[src/common/charge_pkg.sv]
// shared constants and types for the charge-cycle supervisor
package charge_pkg;
	// register offsets
	localparam logic [7:0] ADDR_BAL_TIMING = 8'h28;
	localparam logic [7:0] ADDR_BAL_THRESH = 8'h29;
	localparam logic [7:0] ADDR_BAL_CTRL = 8'h2a;
	// reset values and writable bits
	localparam logic [7:0] RST_BAL_TIMING = 8'h2a;
	localparam logic [7:0] RST_BAL_THRESH = 8'hf4;
	localparam logic [7:0] RST_BAL_CTRL = 8'hc0;
	localparam logic [7:0] CTRL_WR_MASK = 8'hc0;
	// field positions
	localparam int PAUSE_BIT = 7;
	localparam int AUTO_EN_BIT = 6;
	localparam int PREQ_TH_MSB = 7;
	localparam int PREQ_TH_LSB = 4;
	localparam int START_MSB = 3;
	localparam int START_LSB = 0;
	localparam int EXIT_MSB = 7;
	localparam int EXIT_LSB = 5;
	localparam int PREQ_INT_BIT = 4;
	localparam int ACT_INT_MSB = 3;
	localparam int ACT_INT_LSB = 2;
	localparam int SETTLE_BIT = 1;
	localparam logic [3:0] PREQ_DISABLED = 4'hf;
	// charge phase codes
	typedef logic [2:0] phase_t;
	localparam phase_t PH_IDLE = 3'h0;
	localparam phase_t PH_TRICKLE = 3'h1;
	localparam phase_t PH_PRE = 3'h2;
	localparam phase_t PH_FAST = 3'h3;
	localparam phase_t PH_TAPER = 3'h4;
	localparam phase_t PH_TOPOFF = 3'h5;
	localparam phase_t PH_DONE = 3'h6;
	// zone selections
	localparam logic [1:0] ZONE_SUSPEND = 2'h3;
	localparam logic [1:0] PCT_100 = 2'h0;
	localparam logic [1:0] PCT_40 = 2'h1;
	// timing
	localparam int CLK_PERIOD_NS = 4;
	localparam int TICK_PERIOD_NS = 1000000;
	localparam int INT_PULSE_NS = 256000;
	localparam int MS_PER_MIN = 60000;
	localparam int MS_PER_HOUR = 3600000;
	localparam int SETTLE_LONG_MS = 1000;
	localparam int SETTLE_SHORT_MS = 500;
	localparam int PREQ_INTERVAL_0_MS = 2 * MS_PER_MIN;
	localparam int PREQ_INTERVAL_1_MS = 4 * MS_PER_MIN;
	localparam int ACT_INTERVAL_UNIT_MS = MS_PER_MIN / 2;
	localparam int PRECHARGE_HOURS = 2;
	localparam int TIMER_W = 28;
	localparam int MEAS_W = 20;
	typedef enum logic [3:0] {BAL_OFF = 4'b0001, BAL_PREQ = 4'b0010, BAL_QUAL = 4'b0100,
		BAL_ACTIVE = 4'b1000} bal_state_e;
	typedef enum logic [2:0] {MEAS_WAIT = 3'b001, MEAS_SETTLE = 3'b010, MEAS_SAMPLE = 3'b100} meas_state_e;
	// analogue status, cell_diff in 20 mV steps
	typedef struct packed {
		logic charge_enable;
		logic vbat_short;
		logic vbat_low;
		logic above_rechg;
		logic below_term;
		logic cv_mode;
		logic in_ireg;
		logic in_vreg;
		logic in_treg;
		logic fault;
		logic supplement;
		logic ts_in_range;
		logic ts_warm;
		logic ts_cool;
		logic upper_cell_cv;
		logic lower_cell_cv;
		logic upper_cell_higher;
		logic [7:0] cell_diff;
	} charge_sense_s;
	typedef struct packed {
		logic term_enable;
		logic timer_enable;
		logic half_rate_enable;
		logic charge_irq_mask;
		logic [1:0] warm_voltage_select;
		logic warm_current_select;
		logic [1:0] cool_current_select;
		logic [4:0] safety_timer_duration;
		logic [7:0] topoff_minutes;
	} zone_cfg_s;
	typedef struct packed {
		logic charge_run;
		logic [1:0] voltage_sel;
		logic [1:0] current_pct;
	} charge_ctl_s;
endpackage : charge_pkg

[src/design/charge_cycle_supervisor.sv]
// charge-cycle supervisor: balancing, termination, top-off, zones, safety timers
//
// Notes on behaviour
// RL1 - balance and cell regulation status stay live in automatic and manual modes
// RL2 - control register holds auto enable bit 6, pause-for-measure bit 7, both reset 1
// RL3 - threshold register upper nibble enters qualification; 1111 skips pre-qualification
// RL4 - threshold register lower nibble starts active discharge; reset 0100 is 80 mV
// RL5 - timing register bits 7:5 give exit offset; reset 001 is 40 mV
// RL6 - bit 4 pre-qualification interval, bits 3:2 active interval, both default 2 minutes
// RL7 - pause charge, wait selected settle delay, then sample cell voltages
// RL8 - sequencer steps by measured difference, leaves active below start minus offset
// RL9 - terminate when above recharge level and current below termination level
// RL10 - on termination release status pin, phase 110, interrupt pulse
// RL11 - termination held off in regulation; termination enable low blocks it
// RL12 - optional top-off runs with phase 101, expiry gives 110 and pulse
// RL13 - top-off clears on charge enable, termination rise, register reset disables it
// RL14 - top-off length latched at termination, later writes wait for recharge
// RL15 - pulses on top-off entry and expiry; charge mask suppresses charge pulses
// RL16 - charge only while thermistor inside outer limits, else suspended
// RL17 - warm zone picks voltage target or suspend, and 100 or 40 percent current
// RL18 - cool zone picks 100, 40, 20 percent current or suspend
// RL19 - warm or cool zone disables termination
// RL20 - safety timer expiry sets fault bit and pulses; enable low disables it
// RL21 - half rate in regulation or active balancing; enable change keeps count
// RL22 - timer pauses on faults and supplement, clears on restart, recharge or low-voltage threshold crossing
// RL23 - fixed two-hour pre-charge timer below low-voltage threshold, same rules
// RL24 - phase codes 000 to 110 from idle through termination done
// RL25 - each interrupt is a 256 us active-low pulse
`timescale 1ns/1ps
module charge_cycle_supervisor import charge_pkg::*; #(
	parameter int TICK_CYCLES = TICK_PERIOD_NS / CLK_PERIOD_NS,
	parameter int INT_PULSE_CYCLES = INT_PULSE_NS / CLK_PERIOD_NS
) (
	// clock and reset
	input wire logic clk,
	input wire logic rst_n,
	// register port
	input wire logic [7:0] reg_addr,
	input wire logic [7:0] reg_wdata,
	input wire logic reg_we,
	input wire logic reg_reset,
	output logic [7:0] reg_rdata,
	// configuration bits
	input wire zone_cfg_s cfg,
	input wire logic manual_balance_on,
	// analogue status
	input wire charge_sense_s sense_raw,
	// charge control
	output charge_ctl_s ctl,
	output logic charge_pause,
	output logic discharge_upper,
	output logic discharge_lower,
	// status
	output logic [2:0] charge_phase,
	output logic timer_fault_status,
	output logic balance_active_status,
	output logic upper_cell_regulation_status,
	output logic lower_cell_regulation_status,
	// pins
	output logic stat_oe,
	output logic int_n
);
	localparam logic [TIMER_W-1:0] HALF_PER_HOUR = TIMER_W'(2 * MS_PER_HOUR);
	localparam logic [TIMER_W-1:0] HALF_PER_MIN = TIMER_W'(2 * MS_PER_MIN);
	localparam logic [TIMER_W-1:0] PRE_LIMIT = TIMER_W'(PRECHARGE_HOURS) * HALF_PER_HOUR;
	localparam logic [31:0] TICK_LAST = 32'(TICK_CYCLES - 1);
	localparam logic [15:0] INT_LOAD = 16'(INT_PULSE_CYCLES - 1);

	charge_sense_s sense_meta, sense;
	logic [7:0] bal_timing, bal_thresh, bal_ctrl;
	logic [31:0] tick_div;
	logic tick;
	bal_state_e bal_state;
	meas_state_e meas_state;
	logic [MEAS_W-1:0] meas_cnt;
	logic auto_en, pause_en;
	logic [3:0] prequal_th, start_th;
	logic [2:0] exit_off;
	logic zone_suspend, charging_allowed, term_allowed, term_event;
	logic term_done, term_done_prev, topoff_active;
	logic [TIMER_W-1:0] topoff_len, safety_limit;
	logic charge_en_prev, vbat_low_prev, en_rise, recharge, lowv_change;
	logic timer_clear, timer_suspend, in_charge, half;
	logic fast_exp, pre_exp, topoff_exp;
	phase_t next_phase;
	logic fire;
	logic [15:0] int_cnt;
	logic [15:0] low_run;

	// active interval selection, reused for qualification and active; code 10 is two minutes
	function automatic logic [MEAS_W-1:0] active_interval(input logic [1:0] code);
		return MEAS_W'(ACT_INTERVAL_UNIT_MS) << code; // RL6
	endfunction : active_interval

	function automatic logic [7:0] read_mux(input logic [7:0] addr, input logic [7:0] t, input logic [7:0] h,
		input logic [7:0] c);
		case (addr)
			ADDR_BAL_TIMING: return t;
			ADDR_BAL_THRESH: return h;
			ADDR_BAL_CTRL: return c;
			default: return 8'h00;
		endcase
	endfunction : read_mux

	// two-stage capture of the analogue status
	always_ff @(posedge clk or negedge rst_n) begin
		if (!rst_n) begin
			sense_meta <= '0;
			sense <= '0;
		end else begin
			sense_meta <= sense_raw;
			sense <= sense_meta;
		end
	end

	// balancing registers
	always_ff @(posedge clk or negedge rst_n) begin
		if (!rst_n) begin
			bal_timing <= RST_BAL_TIMING;
			bal_thresh <= RST_BAL_THRESH;
			bal_ctrl <= RST_BAL_CTRL; // RL2
		end else if (reg_reset) begin
			bal_timing <= RST_BAL_TIMING;
			bal_thresh <= RST_BAL_THRESH;
			bal_ctrl <= RST_BAL_CTRL;
		end else if (reg_we) begin
			case (reg_addr)
				ADDR_BAL_TIMING: bal_timing <= reg_wdata;
				ADDR_BAL_THRESH: bal_thresh <= reg_wdata;
				ADDR_BAL_CTRL: bal_ctrl <= reg_wdata & CTRL_WR_MASK;
				default: ;
			endcase
		end
	end

	always_ff @(posedge clk or negedge rst_n) begin
		if (!rst_n) begin
			reg_rdata <= 8'h00;
		end else begin
			reg_rdata <= read_mux(reg_addr, bal_timing, bal_thresh, bal_ctrl);
		end
	end

	assign auto_en = bal_ctrl[AUTO_EN_BIT];
	assign pause_en = bal_ctrl[PAUSE_BIT];
	assign prequal_th = bal_thresh[PREQ_TH_MSB:PREQ_TH_LSB]; // RL3
	assign start_th = bal_thresh[START_MSB:START_LSB]; // RL4
	assign exit_off = bal_timing[EXIT_MSB:EXIT_LSB]; // RL5

	// millisecond tick
	always_ff @(posedge clk or negedge rst_n) begin
		if (!rst_n) begin
			tick_div <= 32'h0;
		end else if (tick) begin
			tick_div <= 32'h0;
		end else begin
			tick_div <= tick_div + 32'h1;
		end
	end
	assign tick = tick_div == TICK_LAST;

	// measurement pacing: interval, optional pause with settle, sample
	always_ff @(posedge clk or negedge rst_n) begin
		if (!rst_n) begin
			meas_state <= MEAS_WAIT;
			meas_cnt <= '0;
		end else if (!auto_en || bal_state == BAL_OFF) begin
			meas_state <= MEAS_WAIT;
			meas_cnt <= '0;
		end else begin
			case (meas_state)
				MEAS_WAIT: begin
					if (meas_cnt >= (bal_state == BAL_PREQ ? (bal_timing[PREQ_INT_BIT] ? MEAS_W'(PREQ_INTERVAL_1_MS)
						: MEAS_W'(PREQ_INTERVAL_0_MS)) : active_interval(bal_timing[ACT_INT_MSB:ACT_INT_LSB]))) begin // RL6
						meas_state <= pause_en ? MEAS_SETTLE : MEAS_SAMPLE;
						meas_cnt <= '0;
					end else if (tick) begin
						meas_cnt <= meas_cnt + 1'b1;
					end
				end
				MEAS_SETTLE: begin
					if (meas_cnt >= (bal_timing[SETTLE_BIT] ? MEAS_W'(SETTLE_LONG_MS) : MEAS_W'(SETTLE_SHORT_MS))) begin // RL7
						meas_state <= MEAS_SAMPLE;
						meas_cnt <= '0;
					end else if (tick) begin
						meas_cnt <= meas_cnt + 1'b1;
					end
				end
				MEAS_SAMPLE: begin
					meas_state <= MEAS_WAIT;
					meas_cnt <= '0;
				end
				default: begin
					meas_state <= MEAS_WAIT;
					meas_cnt <= '0;
				end
			endcase
		end
	end

	// balancing sequencer, leaves off at once, other decisions only at a sample
	always_ff @(posedge clk or negedge rst_n) begin
		if (!rst_n) begin
			bal_state <= BAL_OFF;
		end else if (!auto_en) begin
			bal_state <= BAL_OFF;
		end else begin
			case (bal_state)
				BAL_OFF: bal_state <= (prequal_th == PREQ_DISABLED) ? BAL_QUAL : BAL_PREQ; // RL3
				BAL_PREQ: begin
					if (meas_state == MEAS_SAMPLE && sense.cell_diff >= {4'h0, prequal_th}) begin
						bal_state <= BAL_QUAL; // RL8
					end
				end
				BAL_QUAL: begin
					if (meas_state == MEAS_SAMPLE) begin
						if (sense.cell_diff >= {4'h0, start_th}) begin
							bal_state <= BAL_ACTIVE; // RL8
						end else if (prequal_th != PREQ_DISABLED && sense.cell_diff < {4'h0, prequal_th}) begin
							bal_state <= BAL_PREQ;
						end
					end
				end
				BAL_ACTIVE: begin
					if (meas_state == MEAS_SAMPLE &&
						({1'b0, sense.cell_diff} + {5'h0, exit_off, 1'b0}) < {5'h0, start_th}) begin
						bal_state <= BAL_QUAL; // RL8
					end
				end
				default: bal_state <= BAL_OFF;
			endcase
		end
	end

	// balancing outputs and status
	always_ff @(posedge clk or negedge rst_n) begin
		if (!rst_n) begin
			charge_pause <= 1'b0;
			discharge_upper <= 1'b0;
			discharge_lower <= 1'b0;
			balance_active_status <= 1'b0;
			upper_cell_regulation_status <= 1'b0;
			lower_cell_regulation_status <= 1'b0;
		end else begin
			charge_pause <= pause_en && auto_en && (meas_state != MEAS_WAIT); // RL7
			discharge_upper <= bal_state == BAL_ACTIVE && meas_state == MEAS_WAIT && sense.upper_cell_higher;
			discharge_lower <= bal_state == BAL_ACTIVE && meas_state == MEAS_WAIT && !sense.upper_cell_higher;
			balance_active_status <= bal_state == BAL_ACTIVE || manual_balance_on; // RL1
			upper_cell_regulation_status <= sense.upper_cell_cv; // RL1
			lower_cell_regulation_status <= sense.lower_cell_cv; // RL1
		end
	end

	// zones and termination qualification
	assign zone_suspend = (sense.ts_warm && cfg.warm_voltage_select == ZONE_SUSPEND) ||
		(sense.ts_cool && cfg.cool_current_select == ZONE_SUSPEND); // RL17 RL18
	assign charging_allowed = sense.charge_enable && !sense.fault && sense.ts_in_range && // RL16
		!zone_suspend && !timer_fault_status;
	assign term_allowed = cfg.term_enable && !sense.in_ireg && !sense.in_vreg && !sense.in_treg && // RL11
		!sense.ts_warm && !sense.ts_cool; // RL19
	assign term_event = charging_allowed && !term_done && term_allowed && sense.above_rechg && sense.below_term &&
		(charge_phase == PH_FAST || charge_phase == PH_TAPER); // RL9

	// edges that reset the timers
	always_ff @(posedge clk or negedge rst_n) begin
		if (!rst_n) begin
			charge_en_prev <= 1'b0;
			vbat_low_prev <= 1'b0;
			term_done_prev <= 1'b0;
		end else begin
			charge_en_prev <= sense.charge_enable;
			vbat_low_prev <= sense.vbat_low;
			term_done_prev <= term_done;
		end
	end
	assign en_rise = sense.charge_enable && !charge_en_prev;
	assign recharge = term_done && !sense.above_rechg;
	assign lowv_change = sense.vbat_low != vbat_low_prev;
	assign timer_clear = en_rise || recharge || lowv_change; // RL22 RL23

	// termination and top-off state
	always_ff @(posedge clk or negedge rst_n) begin
		if (!rst_n) begin
			term_done <= 1'b0;
		end else if (term_event) begin
			term_done <= 1'b1;
		end else if (!sense.charge_enable || recharge) begin
			term_done <= 1'b0;
		end
	end

	always_ff @(posedge clk or negedge rst_n) begin
		if (!rst_n) begin
			topoff_len <= '0;
		end else if (reg_reset) begin
			topoff_len <= '0; // RL13
		end else if (term_event) begin
			topoff_len <= TIMER_W'(cfg.topoff_minutes) * HALF_PER_MIN; // RL14
		end
	end

	always_ff @(posedge clk or negedge rst_n) begin
		if (!rst_n) begin
			topoff_active <= 1'b0;
		end else if (term_event && cfg.topoff_minutes != 8'h00 && !reg_reset) begin
			topoff_active <= 1'b1; // RL12
		end else if (topoff_exp || reg_reset || !sense.charge_enable || recharge) begin
			topoff_active <= 1'b0;
		end
	end

	// timers
	assign in_charge = sense.charge_enable && !term_done;
	assign timer_suspend = sense.fault || sense.supplement || !sense.ts_in_range || zone_suspend; // RL22
	assign half = cfg.half_rate_enable && (sense.in_ireg || sense.in_vreg || sense.in_treg ||
		bal_state == BAL_ACTIVE); // RL21
	assign safety_limit = TIMER_W'(cfg.safety_timer_duration) * HALF_PER_HOUR; // RL20

	half_rate_timer u_fast_timer (
		.clk(clk),
		.rst_n(rst_n),
		.tick(tick),
		.clear(timer_clear),
		.run(in_charge && !timer_suspend && cfg.timer_enable && !sense.vbat_low && !timer_fault_status), // RL20
		.half(half),
		.limit(safety_limit),
		.expired(fast_exp)
	);

	half_rate_timer u_pre_timer (
		.clk(clk),
		.rst_n(rst_n),
		.tick(tick),
		.clear(timer_clear),
		.run(in_charge && !timer_suspend && cfg.timer_enable && sense.vbat_low && !timer_fault_status), // RL23
		.half(half),
		.limit(PRE_LIMIT),
		.expired(pre_exp)
	);

	half_rate_timer u_topoff_timer (
		.clk(clk),
		.rst_n(rst_n),
		.tick(tick),
		.clear(en_rise || (term_done && !term_done_prev) || reg_reset), // RL13
		.run(topoff_active && !timer_suspend), // RL12
		.half(half),
		.limit(topoff_len),
		.expired(topoff_exp)
	);

	always_ff @(posedge clk or negedge rst_n) begin
		if (!rst_n) begin
			timer_fault_status <= 1'b0;
		end else if (fast_exp || pre_exp) begin
			timer_fault_status <= 1'b1; // RL20
		end else if (en_rise) begin
			timer_fault_status <= 1'b0;
		end
	end

	// charge phase
	always_comb begin
		if (!sense.charge_enable) begin
			next_phase = PH_IDLE;
		end else if (term_done) begin
			next_phase = topoff_active ? PH_TOPOFF : PH_DONE; // RL10 RL12
		end else if (!charging_allowed) begin
			next_phase = PH_IDLE;
		end else if (sense.vbat_short) begin
			next_phase = PH_TRICKLE;
		end else if (sense.vbat_low) begin
			next_phase = PH_PRE;
		end else if (sense.cv_mode) begin
			next_phase = PH_TAPER;
		end else begin
			next_phase = PH_FAST; // RL24
		end
	end

	always_ff @(posedge clk or negedge rst_n) begin
		if (!rst_n) begin
			charge_phase <= PH_IDLE;
			stat_oe <= 1'b0;
		end else begin
			charge_phase <= next_phase;
			stat_oe <= next_phase >= PH_TRICKLE && next_phase <= PH_TAPER; // RL10
		end
	end

	// zone limits and charge enable
	always_ff @(posedge clk or negedge rst_n) begin
		if (!rst_n) begin
			ctl <= '0;
		end else begin
			ctl.charge_run <= charging_allowed && !charge_pause && (!term_done || topoff_active); // RL16
			ctl.voltage_sel <= sense.ts_warm ? cfg.warm_voltage_select : 2'h0; // RL17
			ctl.current_pct <= sense.ts_warm ? (cfg.warm_current_select ? PCT_40 : PCT_100) :
				sense.ts_cool ? cfg.cool_current_select : PCT_100; // RL18
		end
	end

	// interrupt pulse
	assign fire = (next_phase != charge_phase && !cfg.charge_irq_mask) || // RL15
		((fast_exp || pre_exp) && !timer_fault_status); // RL20

	always_ff @(posedge clk or negedge rst_n) begin
		if (!rst_n) begin
			int_n <= 1'b1;
			int_cnt <= 16'h0;
		end else if (fire) begin
			int_n <= 1'b0;
			int_cnt <= INT_LOAD; // RL25
		end else if (!int_n) begin
			if (int_cnt == 16'h0) begin
				int_n <= 1'b1;
			end else begin
				int_cnt <= int_cnt - 16'h1;
			end
		end
	end

	always_ff @(posedge clk or negedge rst_n) begin
		if (!rst_n) begin
			low_run <= 16'h0;
		end else if (fire) begin
			low_run <= 16'h1;
		end else if (!int_n && int_cnt != 16'h0) begin
			low_run <= low_run + 16'h1;
		end
	end

	property p_int_len;
		@(posedge clk) disable iff (!rst_n)
		$rose(int_n) |-> low_run == 16'(INT_PULSE_CYCLES);
	endproperty
	a_int_len: assert property (p_int_len) else $error("interrupt pulse length wrong"); // RL25

	property p_mask;
		@(posedge clk) disable iff (!rst_n)
		cfg.charge_irq_mask && int_n && !fast_exp && !pre_exp |=> int_n;
	endproperty
	a_mask: assert property (p_mask) else $error("masked charge pulse sent"); // RL15

	property p_term_done;
		@(posedge clk) disable iff (!rst_n)
		term_event && cfg.topoff_minutes == 8'h00 && !reg_reset ##1 sense.charge_enable && !recharge
			|=> charge_phase == PH_DONE && !stat_oe;
	endproperty
	a_term_done: assert property (p_term_done) else $error("termination phase wrong"); // RL10

	property p_topoff;
		@(posedge clk) disable iff (!rst_n)
		term_event && cfg.topoff_minutes != 8'h00 && !reg_reset ##1 sense.charge_enable && !recharge
			&& !topoff_exp |=> charge_phase == PH_TOPOFF;
	endproperty
	a_topoff: assert property (p_topoff) else $error("top-off phase missing"); // RL12

	property p_reg_hold;
		@(posedge clk) disable iff (!rst_n)
		sense.in_ireg || sense.in_vreg || sense.in_treg || !cfg.term_enable |-> !term_event;
	endproperty
	a_reg_hold: assert property (p_reg_hold) else $error("termination in regulation"); // RL11

	property p_zone_term;
		@(posedge clk) disable iff (!rst_n)
		sense.ts_warm || sense.ts_cool |-> !term_event;
	endproperty
	a_zone_term: assert property (p_zone_term) else $error("termination in warm or cool zone"); // RL19

	property p_ts_suspend;
		@(posedge clk) disable iff (!rst_n)
		!sense.ts_in_range |=> !ctl.charge_run;
	endproperty
	a_ts_suspend: assert property (p_ts_suspend) else $error("charging outside thermistor range"); // RL16

	property p_timer_fault;
		@(posedge clk) disable iff (!rst_n)
		(fast_exp || pre_exp) && !timer_fault_status |=> timer_fault_status && !int_n;
	endproperty
	a_timer_fault: assert property (p_timer_fault) else $error("timer fault not raised"); // RL20

	property p_bal_status;
		@(posedge clk) disable iff (!rst_n)
		bal_state == BAL_ACTIVE |=> balance_active_status;
	endproperty
	a_bal_status: assert property (p_bal_status) else $error("balance status not set"); // RL1
endmodule : charge_cycle_supervisor

[src/design/half_rate_timer.sv]
// charge timer counting half-milliseconds, half rate on request
`timescale 1ns/1ps
module half_rate_timer import charge_pkg::*; (
	// clock and reset
	input wire logic clk,
	input wire logic rst_n,
	// control
	input wire logic tick,
	input wire logic clear,
	input wire logic run,
	input wire logic half,
	input wire logic [TIMER_W-1:0] limit,
	// status
	output logic expired
);
	localparam logic [TIMER_W-1:0] STEP_FULL = TIMER_W'(2);
	localparam logic [TIMER_W-1:0] STEP_HALF = TIMER_W'(1);
	logic [TIMER_W-1:0] count;

	always_ff @(posedge clk or negedge rst_n) begin
		if (!rst_n) begin
			count <= '0;
		end else if (clear) begin
			count <= '0;
		end else if (run && tick && !expired) begin
			count <= count + (half ? STEP_HALF : STEP_FULL);
		end
	end

	assign expired = (limit != '0) && (count >= limit);

	property p_half_step;
		@(posedge clk) disable iff (!rst_n)
		run && tick && half && !clear && !expired |=> count == $past(count) + STEP_HALF;
	endproperty
	a_half_step: assert property (p_half_step) else $error("half-rate step wrong"); // RL21
endmodule : half_rate_timer

[config.mk]
export PLATFORM = sky130hd
export DESIGN_NAME = charge_cycle_supervisor
export DESIGN_NICKNAME = d
export VERILOG_FILES = /design/src/common/charge_pkg.sv /design/src/design/charge_cycle_supervisor.sv /design/src/design/half_rate_timer.sv
export SDC_FILE = /design/constraint.sdc
export NUM_CORES = 1
export LEC_CHECK = 0
export ABC_AREA = 1
export BUFFER_PORTS_ARGS = -buffer_cell sky130_fd_sc_hd__buf_2
export CAP_MARGIN = 20
export CORE_UTILIZATION = 34
export DETAILED_ROUTE_END_ITERATION = 7
export PLACE_DENSITY = 0.46
export SYNTH_ARGS = -nofsm -noshare
export SYNTH_HDL_FRONTEND = slang
export SYNTH_SLANG_ARGS = --single-unit
export TNS_END_PERCENT = 10
[constraint.sdc]
create_clock -name clk -period 4.6 [get_ports clk]
set_input_delay 0.23 -clock clk [delete_from_list [all_inputs] [get_ports clk]]
set_output_delay 0.23 -clock clk [all_outputs]
set_load 0.01 [all_outputs]
==> results.toml <==
[synth]
syn-num-nets = 2747
dominantRegCellSynth = "dfrtp_1"
synth_area_per_cell_sq_um = 7.83
yosysUniqueCellTypes = 63
synth_area_sq_mm = 0.0193
synth_seq_cells = 276
synth_edf_count = 0
synth_top_area_share_pct = 34.1
ys_top_cells_by_area = "dfrtp_1 34%, ha_1 11%, nand2_1 9.5%"
async_reset_ff_share_pct = 100
yosysSeqAreaShare_pct = 35.9
synthCells = 2467
ys_warn_count = 0
synth.largest_area_cell = "dfrtp_1"

[routing]
drt_iter0_markers = 1137
dr.pass1.iters = 8
wl_per_cell_um = 15.5
routed_via_density = 4.85
routed_wl_um = 53100
vias = 16700
postRouteAntennaNets = 0
drc = 0

[place]
io_buffers = 92
hpwlAfterDp_um = 40600
routabilityCongestion = 0.879
place_inst = 3331
dpl_worst_slack_ps = -258

[setup_path]
end_kind = "flip-flop"
critical_path_arrival_ps = 4560
startpoint_type = "input port"
crit_start = "cfg[10]"
critPathRequiredTime_ps = 5020
crit_type = "in2reg"
crit_fanout = 17
regToRegStartpoint = "bal_state[0]"

[finish]
drive_gt1_share_pct = 9.53
area_delta_synth_final_pct = 17.0
final_cell_mix = "487 x nand2_1, 378 x inv_1, 276 x nor2_1"
antennaDiodeCount = 0
fill_cells = 5798
fin_util_pct = 40.6
fin_nets = 2941
instances_no_fill = 3435
layout_commonest_cell = "nand2_1"

[timing]
drv_slew = 0
fmax_mhz = 241
period_needed_ps = 4150
hold_violations = 0
finalClockSkew_ps = 24.1
slew_headroom_pct = 45.9
final-setup-viol-count = 0
fin_crit_sh_pct = 90.1
fin_ws_ps = 454
grt_setup_unrepaired = "false"
fin_tns_setup_ps = 0
worst_slew_pin_slew_ps = 811

[cts]
cts_tree = "yes"
clkSlewWorstSetupHoldPaths_ps = 60
clk_latency_ps = 550
ctsLongestPathBuffers = 3
clock-sinks = 276
cts_root_buf = "clkbuf_16"
htree_levels = 2
postCtsSetupRepairBufs = 0
cts_buffers = 36

[floorplan]
die_y_um = 240
dieWidth_um = 240
coreArea_sq_mm = 0.0556
rows = 86
initial_utilization_pct = 34.7
fp.dieArea_sq_mm = 0.0577
ios = 93

[job]
drv_cap = 0

[power]
vdd_drop_max_mv = 0.242
p_leak_nw = 10.9
power_density_mw_per_mm2 = 340

[status]
status = "finished, final reports clean"

[grt]
grt-ovfl-total = 0
grt_max_degree = 123
track_usage_pct = 19.2
grt_pass1_wl_um = 89000
antenna_found_initial = 1
grt_pass1_vias = 17000

[min_path]
hold_path.class = "in2reg"
hold_path_startpoint = "reg_we"
[cells by family (layout without fill, tap and decap cells)]
group,Yosys count,in the layout,share of synthesized area [%]
other cells,1,1,0.0194
compound gates,250,250,7.46
mux,1,1,0.0518
simple gates,1182,1182,27.3
flops,276,276,35.9
fa+ha+maj,212,212,15.2
buf+inv,425,645,8.70
xor+xnor,120,120,5.44
[where the power goes]
| group | leakage [nW] | internal [mW] | total [mW] | switching (mW) |
|---|---|---|---|---|
| Sequential | 3.59 | 2.54 | 2.62 | 0.0765 |
| Clock | 0.591 | 1.74 | 2.87 | 1.12 |
| Combinational | 6.76 | 0.878 | 2.19 | 1.32 |
| Total | 10.9 | 5.16 | 7.68 | 2.52 |
[state kept, by name, summed over array words and instances, names as in the netlist, 2 cells and up]
register              count
bal_ctrl                  2
bal_state                 4
bal_thresh                8
bal_timing                8
charge_phase              3
ctl                       5
int_cnt                  16
meas_cnt                 20
meas_state                3
reg_rdata                 8
sense                    25
sense_meta               25
tick_div                 32
topoff_len               19
u_fast_timer.count       28
u_pre_timer.count        28
u_topoff_timer.count     28
[stage by stage]
stage               total power [mW]  hold WS (ps)  area (sq um)
floorplan                       4.08         -65.6         19300
CTS                             7.82          7.72         22600
global route                    8.22          53.2         22600
detailed placement              4.84           324         21000
finish                          7.68          51.0         22600
global placement                4.83           313         21000
[layer usage]
metal	vias to the layer above	routed length (um)	GRT usage, %
li1	8464	-	-
met1	7881	26500	27.1
met2	250	24100	31.3
met3	62	1550	2.20
met4	0	913	4.27
met5	-	0	0
[final timing paths]
check	end	slack, ps	cells past startpoint
setup reg to reg	u_fast_timer.count[24]	930	21
max in group asynchronous	ctl[2]	3080	3
hold reg to reg	sense[21]	340	0
hold / removal	bal_ctrl[6]	50	4
setup / recovery	u_fast_timer.count[19]	450	26
min in group asynchronous	sense_meta[10]	300	2
[synth_stat cells, drive strengths merged, types with 4 or more instances]
cell type and n:
nand3 172, buf 17, a21oi 78, ha 174
nor3b 4, dfstp 13, o22ai 12, nand2 495
a211oi 4, nor3 85, nand3b 15, o21a 5
nand4 71, o21bai 7, inv 382, o21ai 105
nor2 278, clkbuf 23, and2 4, fa 38
nor4 50, a31oi 6, o31ai 8, xor2 88
xnor2 32, dfrtp 263, o211ai 5
[area by class of cell]
cell class / instances / area, sq um / area share (%)
Clock buffer: 50 / 1030 / 4.58
Clock inverter: 14 / 159 / 0.703
Inverter: 385 / 1450 / 6.40
Multi-Input combinational cell: 1766 / 10700 / 47.5
Sequential cell: 276 / 6920 / 30.6
Tap cell: 748 / 936 / 4.14
Timing Repair Buffer: 196 / 1380 / 6.09
[worst max-delay path, cell delays in order]
cell and delay [ps]:
buf_2 110, buf_4 140, ha_1 330, fa_1 570, fa_1 440, ha_1 370, nand2_1 90, nand2_1 80
a21oi_1 170, nand2_1 100, buf_4 140, nand2_1 40, nand2_1 90, ha_1 330, nand4_1 130, buf_4 160
o21ai_0 180, nand2_1 70, nand3_1 60, nor2_1 40, o21bai_4 200, nand2_2 100, nand2_2 70, buf_12 180
nand2_1 60, nand2_1 50
[repair_timing]
item,in CTS,in global routing
setup endpoints to repair,0,13
hold buffers,40,0
resized for setup,0,2
hold endpoints to repair,141,0
Power figures use the tool's default switching activity.
